[src/tmw_pkg.sv]
/*
 * constants shared by the 8-bit timer waveform block: register indices,
 * field positions, reset values, mode codes and prescaler width.
 * assumes a 32-bit APB master; register byte address is four times its index.
 */
package tmw_pkg;

    // register indices; byte address = index * 4
    localparam logic [9:0] IDX_CONTROL_A = 10'h0B0;
    localparam logic [9:0] IDX_CONTROL_B = 10'h0B1;
    localparam logic [9:0] IDX_COUNT = 10'h0B2;
    localparam logic [9:0] IDX_COMPARE_A = 10'h0B3;
    localparam logic [9:0] IDX_COMPARE_B = 10'h0B4;
    localparam logic [9:0] IDX_CLOCK_SRC = 10'h0B6;
    localparam logic [9:0] IDX_STATUS = 10'h0B7;
    localparam int ADDR_W = 12;

    // control A fields
    localparam int CA_COM_A_HI = 7;
    localparam int CA_COM_A_LO = 6;
    localparam int CA_COM_B_HI = 5;
    localparam int CA_COM_B_LO = 4;
    localparam int CA_WGM_HI = 1;
    localparam int CA_WGM_LO = 0;
    localparam logic [7:0] CA_WMASK = 8'hF3;
    // control B fields
    localparam int CB_FOC_A = 7;
    localparam int CB_FOC_B = 6;
    localparam int CB_WGM2 = 3;
    localparam int CB_CS_HI = 2;
    localparam int CB_CS_LO = 0;
    localparam logic [7:0] CB_RMASK = 8'h0F;
    // clock source register
    localparam int CK_ASYNC = 0;
    // status register fields
    localparam int ST_DIR_UP = 0;
    localparam int ST_WAVE_A = 1;
    localparam int ST_WAVE_B = 2;
    localparam int ST_RUNNING = 3;

    localparam logic [7:0] RST_BYTE = 8'h00;
    localparam logic [7:0] CNT_MAX = 8'hFF;
    localparam logic [7:0] CNT_BOTTOM = 8'h00;
    localparam int PRESC_W = 10;

    // waveform generation modes
    localparam logic [2:0] WM_NORMAL = 3'h0;
    localparam logic [2:0] WM_PC_FF = 3'h1;
    localparam logic [2:0] WM_CTC = 3'h2;
    localparam logic [2:0] WM_FAST_FF = 3'h3;
    localparam logic [2:0] WM_PC_OCA = 3'h5;
    localparam logic [2:0] WM_FAST_OCA = 3'h7;

    typedef enum logic [1:0] {
        KIND_PLAIN = 2'h0,
        KIND_FAST = 2'h1,
        KIND_PHASE = 2'h2
    } tmw_kind_type;

endpackage : tmw_pkg

[src/tmw_timer.sv]
/*
 * 8-bit timer/counter with two compare channels, waveform modes, forced
 * compares, prescaled clock selection and an APB register slave.
 * assumes: APB master on CLK; the oscillator pin is asynchronous to CLK and
 * much slower; port direction logic outside honours the output enables.
 */
// Behaviour
// - nonzero channel-B output mode hands the pin to the waveform output.
// - non-PWM channel-B modes: disconnect, toggle, clear, set on match.
// - fast PWM channel B: 01 reserved, 10 clear/set-bottom, 11 inverse.
// - fast PWM, compare equals TOP: ignore match, act at bottom.
// - phase correct: 10 clears up-match, sets down-match; 11 inverse.
// - phase correct, compare equals TOP: ignore match, act at TOP.
// - control A bits 3:2 and control B bits 5:4 read zero.
// - mode decode: 0 normal, 1/5 phase, 2 clear-on-match, 3/7 fast.
// - TOP is 0xFF in modes 0,1,3 and compare A in 2,5,7.
// - compare update and overflow timing follow the mode.
// - force bits act only in non-PWM modes.
// - force bit is a one-shot strobe acting through the output mode.
// - forced compare raises no event and never clears the counter.
// - force bits read as zero.
// - clock select: stop, undivided, /8 /32 /64 /128 /256 /1024.
// - counter register is directly readable and writable.
// - counter write blocks compare match on the next timer tick.
// - source clock is CLK unless async select picks oscillator pin.
// - both compare values are compared with the counter continuously.
module tmw_timer
    import tmw_pkg::*;
(
    input wire logic CLK, // system clock, 200 MHz
    input wire logic RSTN, // synchronous reset, active low
    input wire logic PSEL, // apb select
    input wire logic PENABLE, // apb access phase
    input wire logic PWRITE, // apb direction, high writes
    input wire logic [tmw_pkg::ADDR_W-1:0] PADDR, // apb byte address
    input wire logic [31:0] PWDATA, // apb write data
    input wire logic [3:0] PSTRB, // apb byte strobes
    output logic [31:0] PRDATA, // apb read data
    output logic PREADY, // apb ready
    output logic PSLVERR, // apb error, unmapped address
    input wire logic OSC_PIN, // asynchronous oscillator pin clock
    output logic CHAN_A_WAVE_PIN, // channel A waveform level
    output logic CHAN_A_WAVE_EN, // channel A owns the pin
    output logic CHAN_B_WAVE_PIN, // channel B waveform level
    output logic CHAN_B_WAVE_EN, // channel B owns the pin
    output logic COMPARE_A_EVT, // channel A match pulse
    output logic COMPARE_B_EVT, // channel B match pulse
    output logic OVERFLOW_EVT // overflow flag set pulse
);
    import tmw_pkg::*;

    function automatic logic presc_hit(input logic [2:0] cs, input logic [PRESC_W-1:0] p);
        logic hit;
        hit = 1'b0;
        case (cs)
            3'h2: hit = &p[2:0];
            3'h3: hit = &p[4:0];
            3'h4: hit = &p[5:0];
            3'h5: hit = &p[6:0];
            3'h6: hit = &p[7:0];
            3'h7: hit = &p[9:0];
            default: hit = 1'b0;
        endcase
        return hit;
    endfunction

    // next waveform level for one channel
    // tog_ok: only channel A may toggle in PWM, and only with the high mode bit set
    function automatic logic wave_next(
        input logic cur,
        input logic [1:0] com,
        input tmw_kind_type kind,
        input logic tog_ok,
        input logic up,
        input logic match,
        input logic at_bottom,
        input logic at_top,
        input logic eq_top
    );
        logic nx;
        nx = cur;
        case (kind)
            KIND_PLAIN: begin
                if (match) begin
                    case (com)
                        2'b01: nx = ~cur;
                        2'b10: nx = 1'b0;
                        2'b11: nx = 1'b1;
                        default: nx = cur;
                    endcase
                end
            end
            KIND_FAST: begin
                if (com == 2'b01) begin
                    if (tog_ok && match) nx = ~cur;
                end else if (com[1]) begin
                    if (match && !eq_top) nx = com[0];
                    if (at_bottom) nx = ~com[0];
                end
            end
            KIND_PHASE: begin
                if (com == 2'b01) begin
                    if (tog_ok && match) nx = ~cur;
                end else if (com[1]) begin
                    if (eq_top) begin
                        if (at_top) nx = com[0];
                    end else if (match) begin
                        nx = up ? com[0] : ~com[0];
                    end
                end
            end
            default: nx = cur;
        endcase
        return nx;
    endfunction

    logic [7:0] ctrl_a_q, ctrl_a_d;
    logic [7:0] ctrl_b_q, ctrl_b_d;
    logic [7:0] cnt_q, cnt_d;
    logic [7:0] chan_a_top_source_buf_q, chan_a_top_source_buf_d, ocrb_buf_q, ocrb_buf_d;
    logic [7:0] chan_a_top_source_q, chan_a_top_source_d, ocrb_q, ocrb_d;
    logic async_sel_q, async_sel_d;
    logic up_q, up_d;
    logic block_q, block_d;
    logic [PRESC_W-1:0] presc_q, presc_d;
    logic osc_m_q, osc_s_q, osc_p_q;
    logic wave_a_q, wave_a_d, wave_b_q, wave_b_d;
    logic en_a_q, en_b_q, evt_a_q, evt_b_q, ovf_q;
    logic [31:0] prdata_q, prdata_d;
    logic pready_q, pslverr_q, pslverr_d;

    // register access decode
    wire [9:0] idx = PADDR[ADDR_W-1:2];
    wire setup = PSEL && !PENABLE;
    wire commit = PSEL && PENABLE && pready_q;
    wire wr = commit && PWRITE && PSTRB[0];
    wire hit_ca = (idx == IDX_CONTROL_A);
    wire hit_cb = (idx == IDX_CONTROL_B);
    wire hit_cnt = (idx == IDX_COUNT);
    wire hit_oa = (idx == IDX_COMPARE_A);
    wire hit_ob = (idx == IDX_COMPARE_B);
    wire hit_ck = (idx == IDX_CLOCK_SRC);
    wire hit_st = (idx == IDX_STATUS);
    // unmapped offsets answer with an error and change nothing
    wire mapped = hit_ca | hit_cb | hit_cnt | hit_oa | hit_ob | hit_ck | hit_st;
    wire [7:0] wbyte = PWDATA[7:0];

    // mode decode
    // reserved modes 4 and 6 count as normal mode, TOP at MAX, no PWM
    wire [2:0] wmode = {ctrl_b_q[CB_WGM2], ctrl_a_q[CA_WGM_HI:CA_WGM_LO]};
    wire is_fast = (wmode == WM_FAST_FF) || (wmode == WM_FAST_OCA);
    wire is_phase = (wmode == WM_PC_FF) || (wmode == WM_PC_OCA);
    wire is_ctc = (wmode == WM_CTC);
    wire is_pwm = is_fast || is_phase;
    wire tmw_kind_type kind = is_fast ? KIND_FAST : (is_phase ? KIND_PHASE : KIND_PLAIN);
    wire top_var = (wmode == WM_CTC) || (wmode == WM_PC_OCA) || (wmode == WM_FAST_OCA);
    wire [7:0] top = top_var ? chan_a_top_source_q : CNT_MAX;
    wire at_top_cnt = (cnt_q == top);

    // source clock: CLK, or synchronised oscillator rising edge
    wire osc_rise = osc_s_q && !osc_p_q;
    wire src_tick = async_sel_q ? osc_rise : 1'b1;
    wire [2:0] cs = ctrl_b_q[CB_CS_HI:CB_CS_LO];
    wire presc_tap = (cs == 3'h1) || presc_hit(cs, presc_q);
    wire tick = src_tick && presc_tap;

    // continuous compare; qualified by tick; blocked after write
    wire match_a = tick && !block_q && (cnt_q == chan_a_top_source_q);
    wire match_b = tick && !block_q && (cnt_q == ocrb_q);

    // force only outside PWM; strobe from the control B write
    wire force_a = wr && hit_cb && wbyte[CB_FOC_A] && !is_pwm;
    wire force_b = wr && hit_cb && wbyte[CB_FOC_B] && !is_pwm;

    logic wrap_ev, top_ev, upd_ev, ovf_ev;

    // counter sequencing per mode
    always_comb begin
        cnt_d = cnt_q;
        up_d = up_q;
        wrap_ev = 1'b0;
        top_ev = 1'b0;
        upd_ev = 1'b0;
        ovf_ev = 1'b0;
        if (tick) begin
            if (is_phase) begin
                // up to top, then down to bottom
                if (up_q) begin
                    if (at_top_cnt) begin
                        up_d = 1'b0;
                        top_ev = 1'b1;
                        upd_ev = 1'b1;
                        cnt_d = (cnt_q == CNT_BOTTOM) ? cnt_q : cnt_q - 8'h01;
                    end else begin
                        cnt_d = cnt_q + 8'h01;
                    end
                end else if (cnt_q == CNT_BOTTOM) begin
                    up_d = 1'b1;
                    ovf_ev = 1'b1;
                    cnt_d = cnt_q + 8'h01;
                end else begin
                    cnt_d = cnt_q - 8'h01;
                end
            end else if (is_fast || is_ctc) begin
                // only the counter reaching TOP clears; the force path never reaches here
                if (at_top_cnt) begin
                    cnt_d = CNT_BOTTOM;
                    wrap_ev = is_fast;
                    upd_ev = is_fast;
                end else begin
                    cnt_d = cnt_q + 8'h01;
                end
                // overflow at TOP in mode 7, otherwise at MAX
                ovf_ev = (wmode == WM_FAST_OCA) ? at_top_cnt : (cnt_q == CNT_MAX);
            end else begin
                cnt_d = cnt_q + 8'h01;
                ovf_ev = (cnt_q == CNT_MAX);
            end
        end
        if (wr && hit_cnt) begin
            cnt_d = wbyte;
        end
    end

    // block set by a counter write, cleared by the next tick
    // without it a written value equal to a compare value would match at once
    assign block_d = (wr && hit_cnt) ? 1'b1 : (tick ? 1'b0 : block_q);
    // free running: a new clock select starts partway into a prescaler period
    assign presc_d = src_tick ? presc_q + {{(PRESC_W-1){1'b0}}, 1'b1} : presc_q;

    // compare buffers: immediate outside PWM, at TOP or bottom in PWM
    assign chan_a_top_source_buf_d = (wr && hit_oa) ? wbyte : chan_a_top_source_buf_q;
    assign ocrb_buf_d = (wr && hit_ob) ? wbyte : ocrb_buf_q;
    assign chan_a_top_source_d = (!is_pwm || upd_ev) ? chan_a_top_source_buf_d : chan_a_top_source_q;
    assign ocrb_d = (!is_pwm || upd_ev) ? ocrb_buf_d : ocrb_q;

    assign ctrl_a_d = (wr && hit_ca) ? (wbyte & CA_WMASK) : ctrl_a_q;
    assign ctrl_b_d = (wr && hit_cb) ? (wbyte & CB_RMASK) : ctrl_b_q;
    assign async_sel_d = (wr && hit_ck) ? wbyte[CK_ASYNC] : async_sel_q;

    wire [1:0] com_a = ctrl_a_q[CA_COM_A_HI:CA_COM_A_LO];
    wire [1:0] com_b = ctrl_a_q[CA_COM_B_HI:CA_COM_B_LO];
    wire eq_top_a = (chan_a_top_source_q == top);
    wire eq_top_b = (ocrb_q == top);
    // a forced compare reaches the waveform only, never the events or the counter
    wire wave_hit_a = match_a | force_a;
    wire wave_hit_b = match_b | force_b;
    assign wave_b_d = wave_next(wave_b_q, com_b, kind, 1'b0, up_q, wave_hit_b,
        wrap_ev, top_ev, eq_top_b);
    // channel A toggles in PWM when the high mode bit is set
    assign wave_a_d = wave_next(wave_a_q, com_a, kind, ctrl_b_q[CB_WGM2], up_q,
        wave_hit_a, wrap_ev, top_ev, eq_top_a);

    // read mux; reserved and force bits read zero
    // status is a read-only view of the running state
    wire [7:0] status = {4'h0, (cs != 3'h0), wave_b_q, wave_a_q, up_q};
    always_comb begin
        prdata_d = 32'h0000_0000;
        case (1'b1)
            hit_ca: prdata_d[7:0] = ctrl_a_q;
            hit_cb: prdata_d[7:0] = ctrl_b_q & CB_RMASK;
            hit_cnt: prdata_d[7:0] = cnt_q;
            hit_oa: prdata_d[7:0] = chan_a_top_source_buf_q;
            hit_ob: prdata_d[7:0] = ocrb_buf_q;
            hit_ck: prdata_d[CK_ASYNC] = async_sel_q;
            hit_st: prdata_d[7:0] = status;
            default: prdata_d = 32'h0000_0000;
        endcase
    end
    assign pslverr_d = !mapped;

    always_ff @(posedge CLK) begin
        if (!RSTN) begin
            ctrl_a_q <= RST_BYTE;
            ctrl_b_q <= RST_BYTE;
            cnt_q <= RST_BYTE;
            chan_a_top_source_buf_q <= RST_BYTE;
            ocrb_buf_q <= RST_BYTE;
            chan_a_top_source_q <= RST_BYTE;
            ocrb_q <= RST_BYTE;
            async_sel_q <= 1'b0;
            up_q <= 1'b1;
            block_q <= 1'b0;
            presc_q <= '0;
        end else begin
            ctrl_a_q <= ctrl_a_d;
            ctrl_b_q <= ctrl_b_d;
            cnt_q <= cnt_d;
            chan_a_top_source_buf_q <= chan_a_top_source_buf_d;
            ocrb_buf_q <= ocrb_buf_d;
            chan_a_top_source_q <= chan_a_top_source_d;
            ocrb_q <= ocrb_d;
            async_sel_q <= async_sel_d;
            up_q <= up_d;
            block_q <= block_d;
            presc_q <= presc_d;
        end
    end

    // oscillator pin: two stages, then a third for edge detection
    // the pin must stay well below half of CLK or edges are lost
    always_ff @(posedge CLK) begin
        if (!RSTN) begin
            osc_m_q <= 1'b0;
            osc_s_q <= 1'b0;
            osc_p_q <= 1'b0;
        end else begin
            osc_m_q <= OSC_PIN;
            osc_s_q <= osc_m_q;
            osc_p_q <= osc_s_q;
        end
    end

    // waveform, enables and event pulses
    always_ff @(posedge CLK) begin
        if (!RSTN) begin
            wave_a_q <= 1'b0;
            wave_b_q <= 1'b0;
            en_a_q <= 1'b0;
            en_b_q <= 1'b0;
            evt_a_q <= 1'b0;
            evt_b_q <= 1'b0;
            ovf_q <= 1'b0;
        end else begin
            wave_a_q <= wave_a_d;
            wave_b_q <= wave_b_d;
            en_a_q <= |ctrl_a_d[CA_COM_A_HI:CA_COM_A_LO];
            // any nonzero mode bit takes the pin
            en_b_q <= |ctrl_a_d[CA_COM_B_HI:CA_COM_B_LO];
            // events come from real matches only
            evt_a_q <= match_a;
            evt_b_q <= match_b;
            ovf_q <= ovf_ev;
        end
    end

    // apb: ready answers in the access cycle right after setup
    // read data is latched in setup, so a running count reads as it stood then
    always_ff @(posedge CLK) begin
        if (!RSTN) begin
            prdata_q <= 32'h0000_0000;
            pready_q <= 1'b0;
            pslverr_q <= 1'b0;
        end else begin
            pready_q <= setup;
            pslverr_q <= setup && pslverr_d;
            prdata_q <= (setup && !PWRITE) ? prdata_d : 32'h0000_0000;
        end
    end

    assign PRDATA = prdata_q;
    assign PREADY = pready_q;
    assign PSLVERR = pslverr_q;
    assign CHAN_A_WAVE_PIN = wave_a_q;
    assign CHAN_A_WAVE_EN = en_a_q;
    assign CHAN_B_WAVE_PIN = wave_b_q;
    assign CHAN_B_WAVE_EN = en_b_q;
    assign COMPARE_A_EVT = evt_a_q;
    assign COMPARE_B_EVT = evt_b_q;
    assign OVERFLOW_EVT = ovf_q;

endmodule // tmw_timer

[config.mk]
export PLATFORM = sky130hd
export DESIGN_NAME = tmw_timer
export DESIGN_NICKNAME = d
export VERILOG_FILES = /design/src/tmw_pkg.sv /design/src/tmw_timer.sv
export SDC_FILE = /design/constraint.sdc
export NUM_CORES = 1
export LEC_CHECK = 0
export ABC_AREA = 1
export BUFFER_PORTS_ARGS = -buffer_cell sky130_fd_sc_hd__buf_2
export CORE_MARGIN = 1.5
export CORE_UTILIZATION = 60
export DETAILED_ROUTE_END_ITERATION = 8
export GPL_TIMING_DRIVEN = 0
export MAX_ROUTING_LAYER = met4
export PLACE_DENSITY_LB_ADDON = 0.15
export SLEW_MARGIN = 20
export SYNTH_ARGS = -nofsm -noshare
export SYNTH_HDL_FRONTEND = slang
export SYNTH_SLANG_ARGS = --single-unit
export TNS_END_PERCENT = 5
[constraint.sdc]
create_clock -name CLK -period 3.17 [get_ports CLK]
set_input_delay 0.4755 -clock CLK [delete_from_list [all_inputs] [get_ports CLK]]
set_output_delay 0.4755 -clock CLK [all_outputs]
set_load 0.05 [all_outputs]
==> impl_metrics.toml <==
[place]
placed_cells = 945
gp_congestion = 0.993
portBuffers = 40
hpwl_mm = 11.6

[global_route]
grt-ovfl-total = 0
grt_pass1_vias = 4843
grtUsageTotal_pct = 36.1
top_usage_layer = "met2"
grt_pass1_wl_mm = 24.1
globalRouteMet1Util_pct = 48.5
grt_max_degree = 16
antenna_found_initial = 0
gr-usage-met2_pct = 53.3
use_met3_pct = 7.81

[synth]
synth_cell_types = 44
avgSynthCellArea_um2 = 6.52
ys_ff_latch = 83
synth_area_leaders = "dfxtp_1 (33%), nand2_1 (12%), nor2_1 (7.9%), inv_1 (7.0%), o21ai_0 (5.9%)"
synth_top_flop_cell = "dfxtp_1"
synth_enable_flop_cells = 0
yosysTopAreaCell = "dfxtp_1"
ys_seq_area_share_pct = 32.8
synthCells = 777
ys_warn_count = 0
synth-async-reset-ratio_pct = 0
synth.top_cell.area_share_pct = 32.8
syn-cell-area_um2 = 5060

[floorplan]
fp.dieH_um = 94.9
coreArea_um2 = 8180
rows = 33
floorplan.initialDensity_pct = 61.9
die_w_um = 94.9
dieArea_um2 = 9000
ioPinCount = 95

[drt]
route.detailed.drc = 0
via_per_inst = 5.67
dr.pass1.iters = 7
vias = 5449
antenna_left = 0
wl_mm = 15.0
drtIter0Drc = 542
wl_per_cell_um = 15.6

[cells_and_area]
fin_nets = 911
drive_above_1_share_pct = 12.7
final_cells = 961
utilization_pct = 69.6
syn2layout_area_growth_pct = 12.4
antenna_cells = 0
num-fill-cells = 753

[critical_path]
cp_num_buf_inv = 4
worstPathMaxFanout = 10
critical_path.cell_chain = "ha_1 > nand3_1 > inv_1 > ha_1 > nor2_1 > o21ai_0 > nand2_1 > nand2_1 > nand2_1 > inv_1 > nand3_1 > nand2_1 > nand2_4 > clkinv_4 > buf_6 > o21ai_0 > a21oi_1"
crit_family = "simple AND/OR/NAND/NOR gates"
cp.required_ns = 3.42
cp-startpoint = "presc_q[0]"
rrSetupSlack_ns = 0.53
start_kind = "register"
worstRegToRegCells = 17
critPathCapture = "chan_a_top_source_q[4]"
worstPathArrival_ns = 2.89
reg2reg_to = "chan_a_top_source_q[4]"
cp_num_cells = 17
critPathSlowestCell = "dfxtp_1"
worstSetupPathType = "reg2reg"
cpPeakStageDelay_ns = 0.34
crit_path_end_kind = "register"
crit_path_frequent_cell = "nand2_1"
reg2reg_from = "presc_q[0]"

[clocking]
cts_setup_buffers = 0
cts.repair.resized = 0
cts_root_buf = "clkbuf_8"
postCtsHoldBufs = 0
cts_tree = "yes"
path_clk_slew_ns = 0.10
htreeDepth = 3
cts_buffers = 9
cts.sink_count = 83
clkLatencyLatePin_ns = 0.38
clock_path_buffers = 2

[sta]
period_minus_slack_ns = 2.64
clock.fmax_mhz = 379
slew_viol_final = 0
tightestPinTransition_ns = 0.712
hold_viol = 0
setup_viol_count_final = 0
finalCritPeriodShare_pct = 83.2
finalSetupTns_ns = 0
max_slew_margin_pct = 52.6
fin_skew_ns = 0.0133
rsz0062_at_grt = "false"

[power]
p_leak_nw = 2.70
peakVddDrop_mv = 0.260
powerDensity_nw_per_um2 = 360

[job]
maxCapViolations = 0

[outcome]
status = "complete, no violations"

[hold_path]
holdPathStages = 3
hold_start = "OSC_PIN"
hold_path.class = "in2reg"
-- registers in the layout, indices dropped and copies added, names as in the netlist, 4 cells and up --
register / count
presc_q: 10
PRDATA: 8
chan_a_top_source_buf_q: 8
chan_a_top_source_q: 8
cnt_q: 8
ocrb_buf_q: 8
ocrb_q: 8
ctrl_a_q: 6
ctrl_b_q: 4
-- cell type report --
| class | count | area [um2] | share of cell area, % |
|---|---|---|---|
| multi-input combinational | 569 | 2800 | 49.2 |
| sequential | 83 | 1660 | 29.2 |
| inverter | 102 | 393 | 6.90 |
| buffer | 46 | 297 | 5.21 |
| timing repair buffer | 40 | 200 | 3.52 |
| clock buffer | 10 | 138 | 2.42 |
| tap | 105 | 131 | 2.31 |
| clock inverter | 6 | 72.6 | 1.28 |
-- how the worst min path moves through the flow --
stage	to	slack, ns
after global routing	PREADY	0.30
after detailed placement	osc_s_q	0.40
after floorplan	osc_s_q	0.39
after global placement	osc_s_q	0.41
after CTS	osc_m_q	0.28
final	osc_m_q	0.29
-- cell usage in the layout (no fill, tap or decap), drive strengths merged, types with 3 or more instances in the layout --
cell type  instances
nand2            166
a211oi             6
ha                 6
inv              100
o21ai             63
dfxtp             83
clkbuf            21
clkinv             4
conb              24
nor2             112
nor4               4
xnor2             11
nor3              15
xor2              15
nand3             45
o221ai             7
buf               75
nand4             13
clkinvlp           3
a21oi             58
o211ai             6
-- per-layer routing --
metal	up-vias	routed length, um	share of wire, %
li1	2624	-	-
met1	2496	6520	44
met2	296	6650	44
met3	33	1470	9.8
met4	0	342	2.3
met5	-	0	0
-- worst reg2reg max path, delay by kind of cell, from the launching register on --
kind                       cells  cell delay [ns]
DFF                            1             0.34
buffers and inverters          4             0.44
AOI/OAI and AO/OA              3             0.34
and+or+nand+nor                8             0.99
adders and majority gates      2             0.41
-- synthesized netlist by cell type (3+ instances only) --
library cell / number
inv_2: 3
a21oi_1: 57
o21ai_1: 3
clkbuf_1: 11
inv_1: 95
nand3_2: 3
nor2_1: 106
a211oi_1: 6
o221ai_1: 7
xor2_1: 15
xnor2_1: 11
nand3_1: 42
buf_2: 6
buf_6: 3
o211ai_1: 6
nor2_2: 4
ha_1: 6
buf_4: 25
nand2_1: 164
nor3_1: 15
nor4_1: 4
dfxtp_1: 83
nand4_1: 13
o21ai_0: 60
-- cells by family after synthesis --
| family | synth area share [%] |
|---|---|
| other | 0.0741 |
| adders and majority gates | 1.48 |
| AOI/OAI and AO/OA | 16.5 |
| DFF | 32.8 |
| muxes | 0.618 |
| buffers and inverters | 13.6 |
| and+or+nand+nor | 30.4 |
| xor gates and xnor gates | 4.50 |
-- per-stage QoR --
stage	cell area [um2]	power [mW]	hold slack (ns)	setup slack (ns)
finish	5690	2.05	0.291	0.534
global route	5690	2.10	0.304	0.352
CTS	5690	2.04	0.282	0.588
detailed placement	5480	1.24	0.403	0.513
global placement	5480	1.24	0.412	0.613
floorplan	5150	1.20	0.390	0.998
-- power by group --
group	total (mW)	internal, mW	switching, mW
clock	0.827	0.394	0.434
combinational	0.171	0.0444	0.126
sequential	1.05	1.05	0.00391
total	2.05	1.49	0.564
Note: power is estimated with default switching activity, not from simulation.
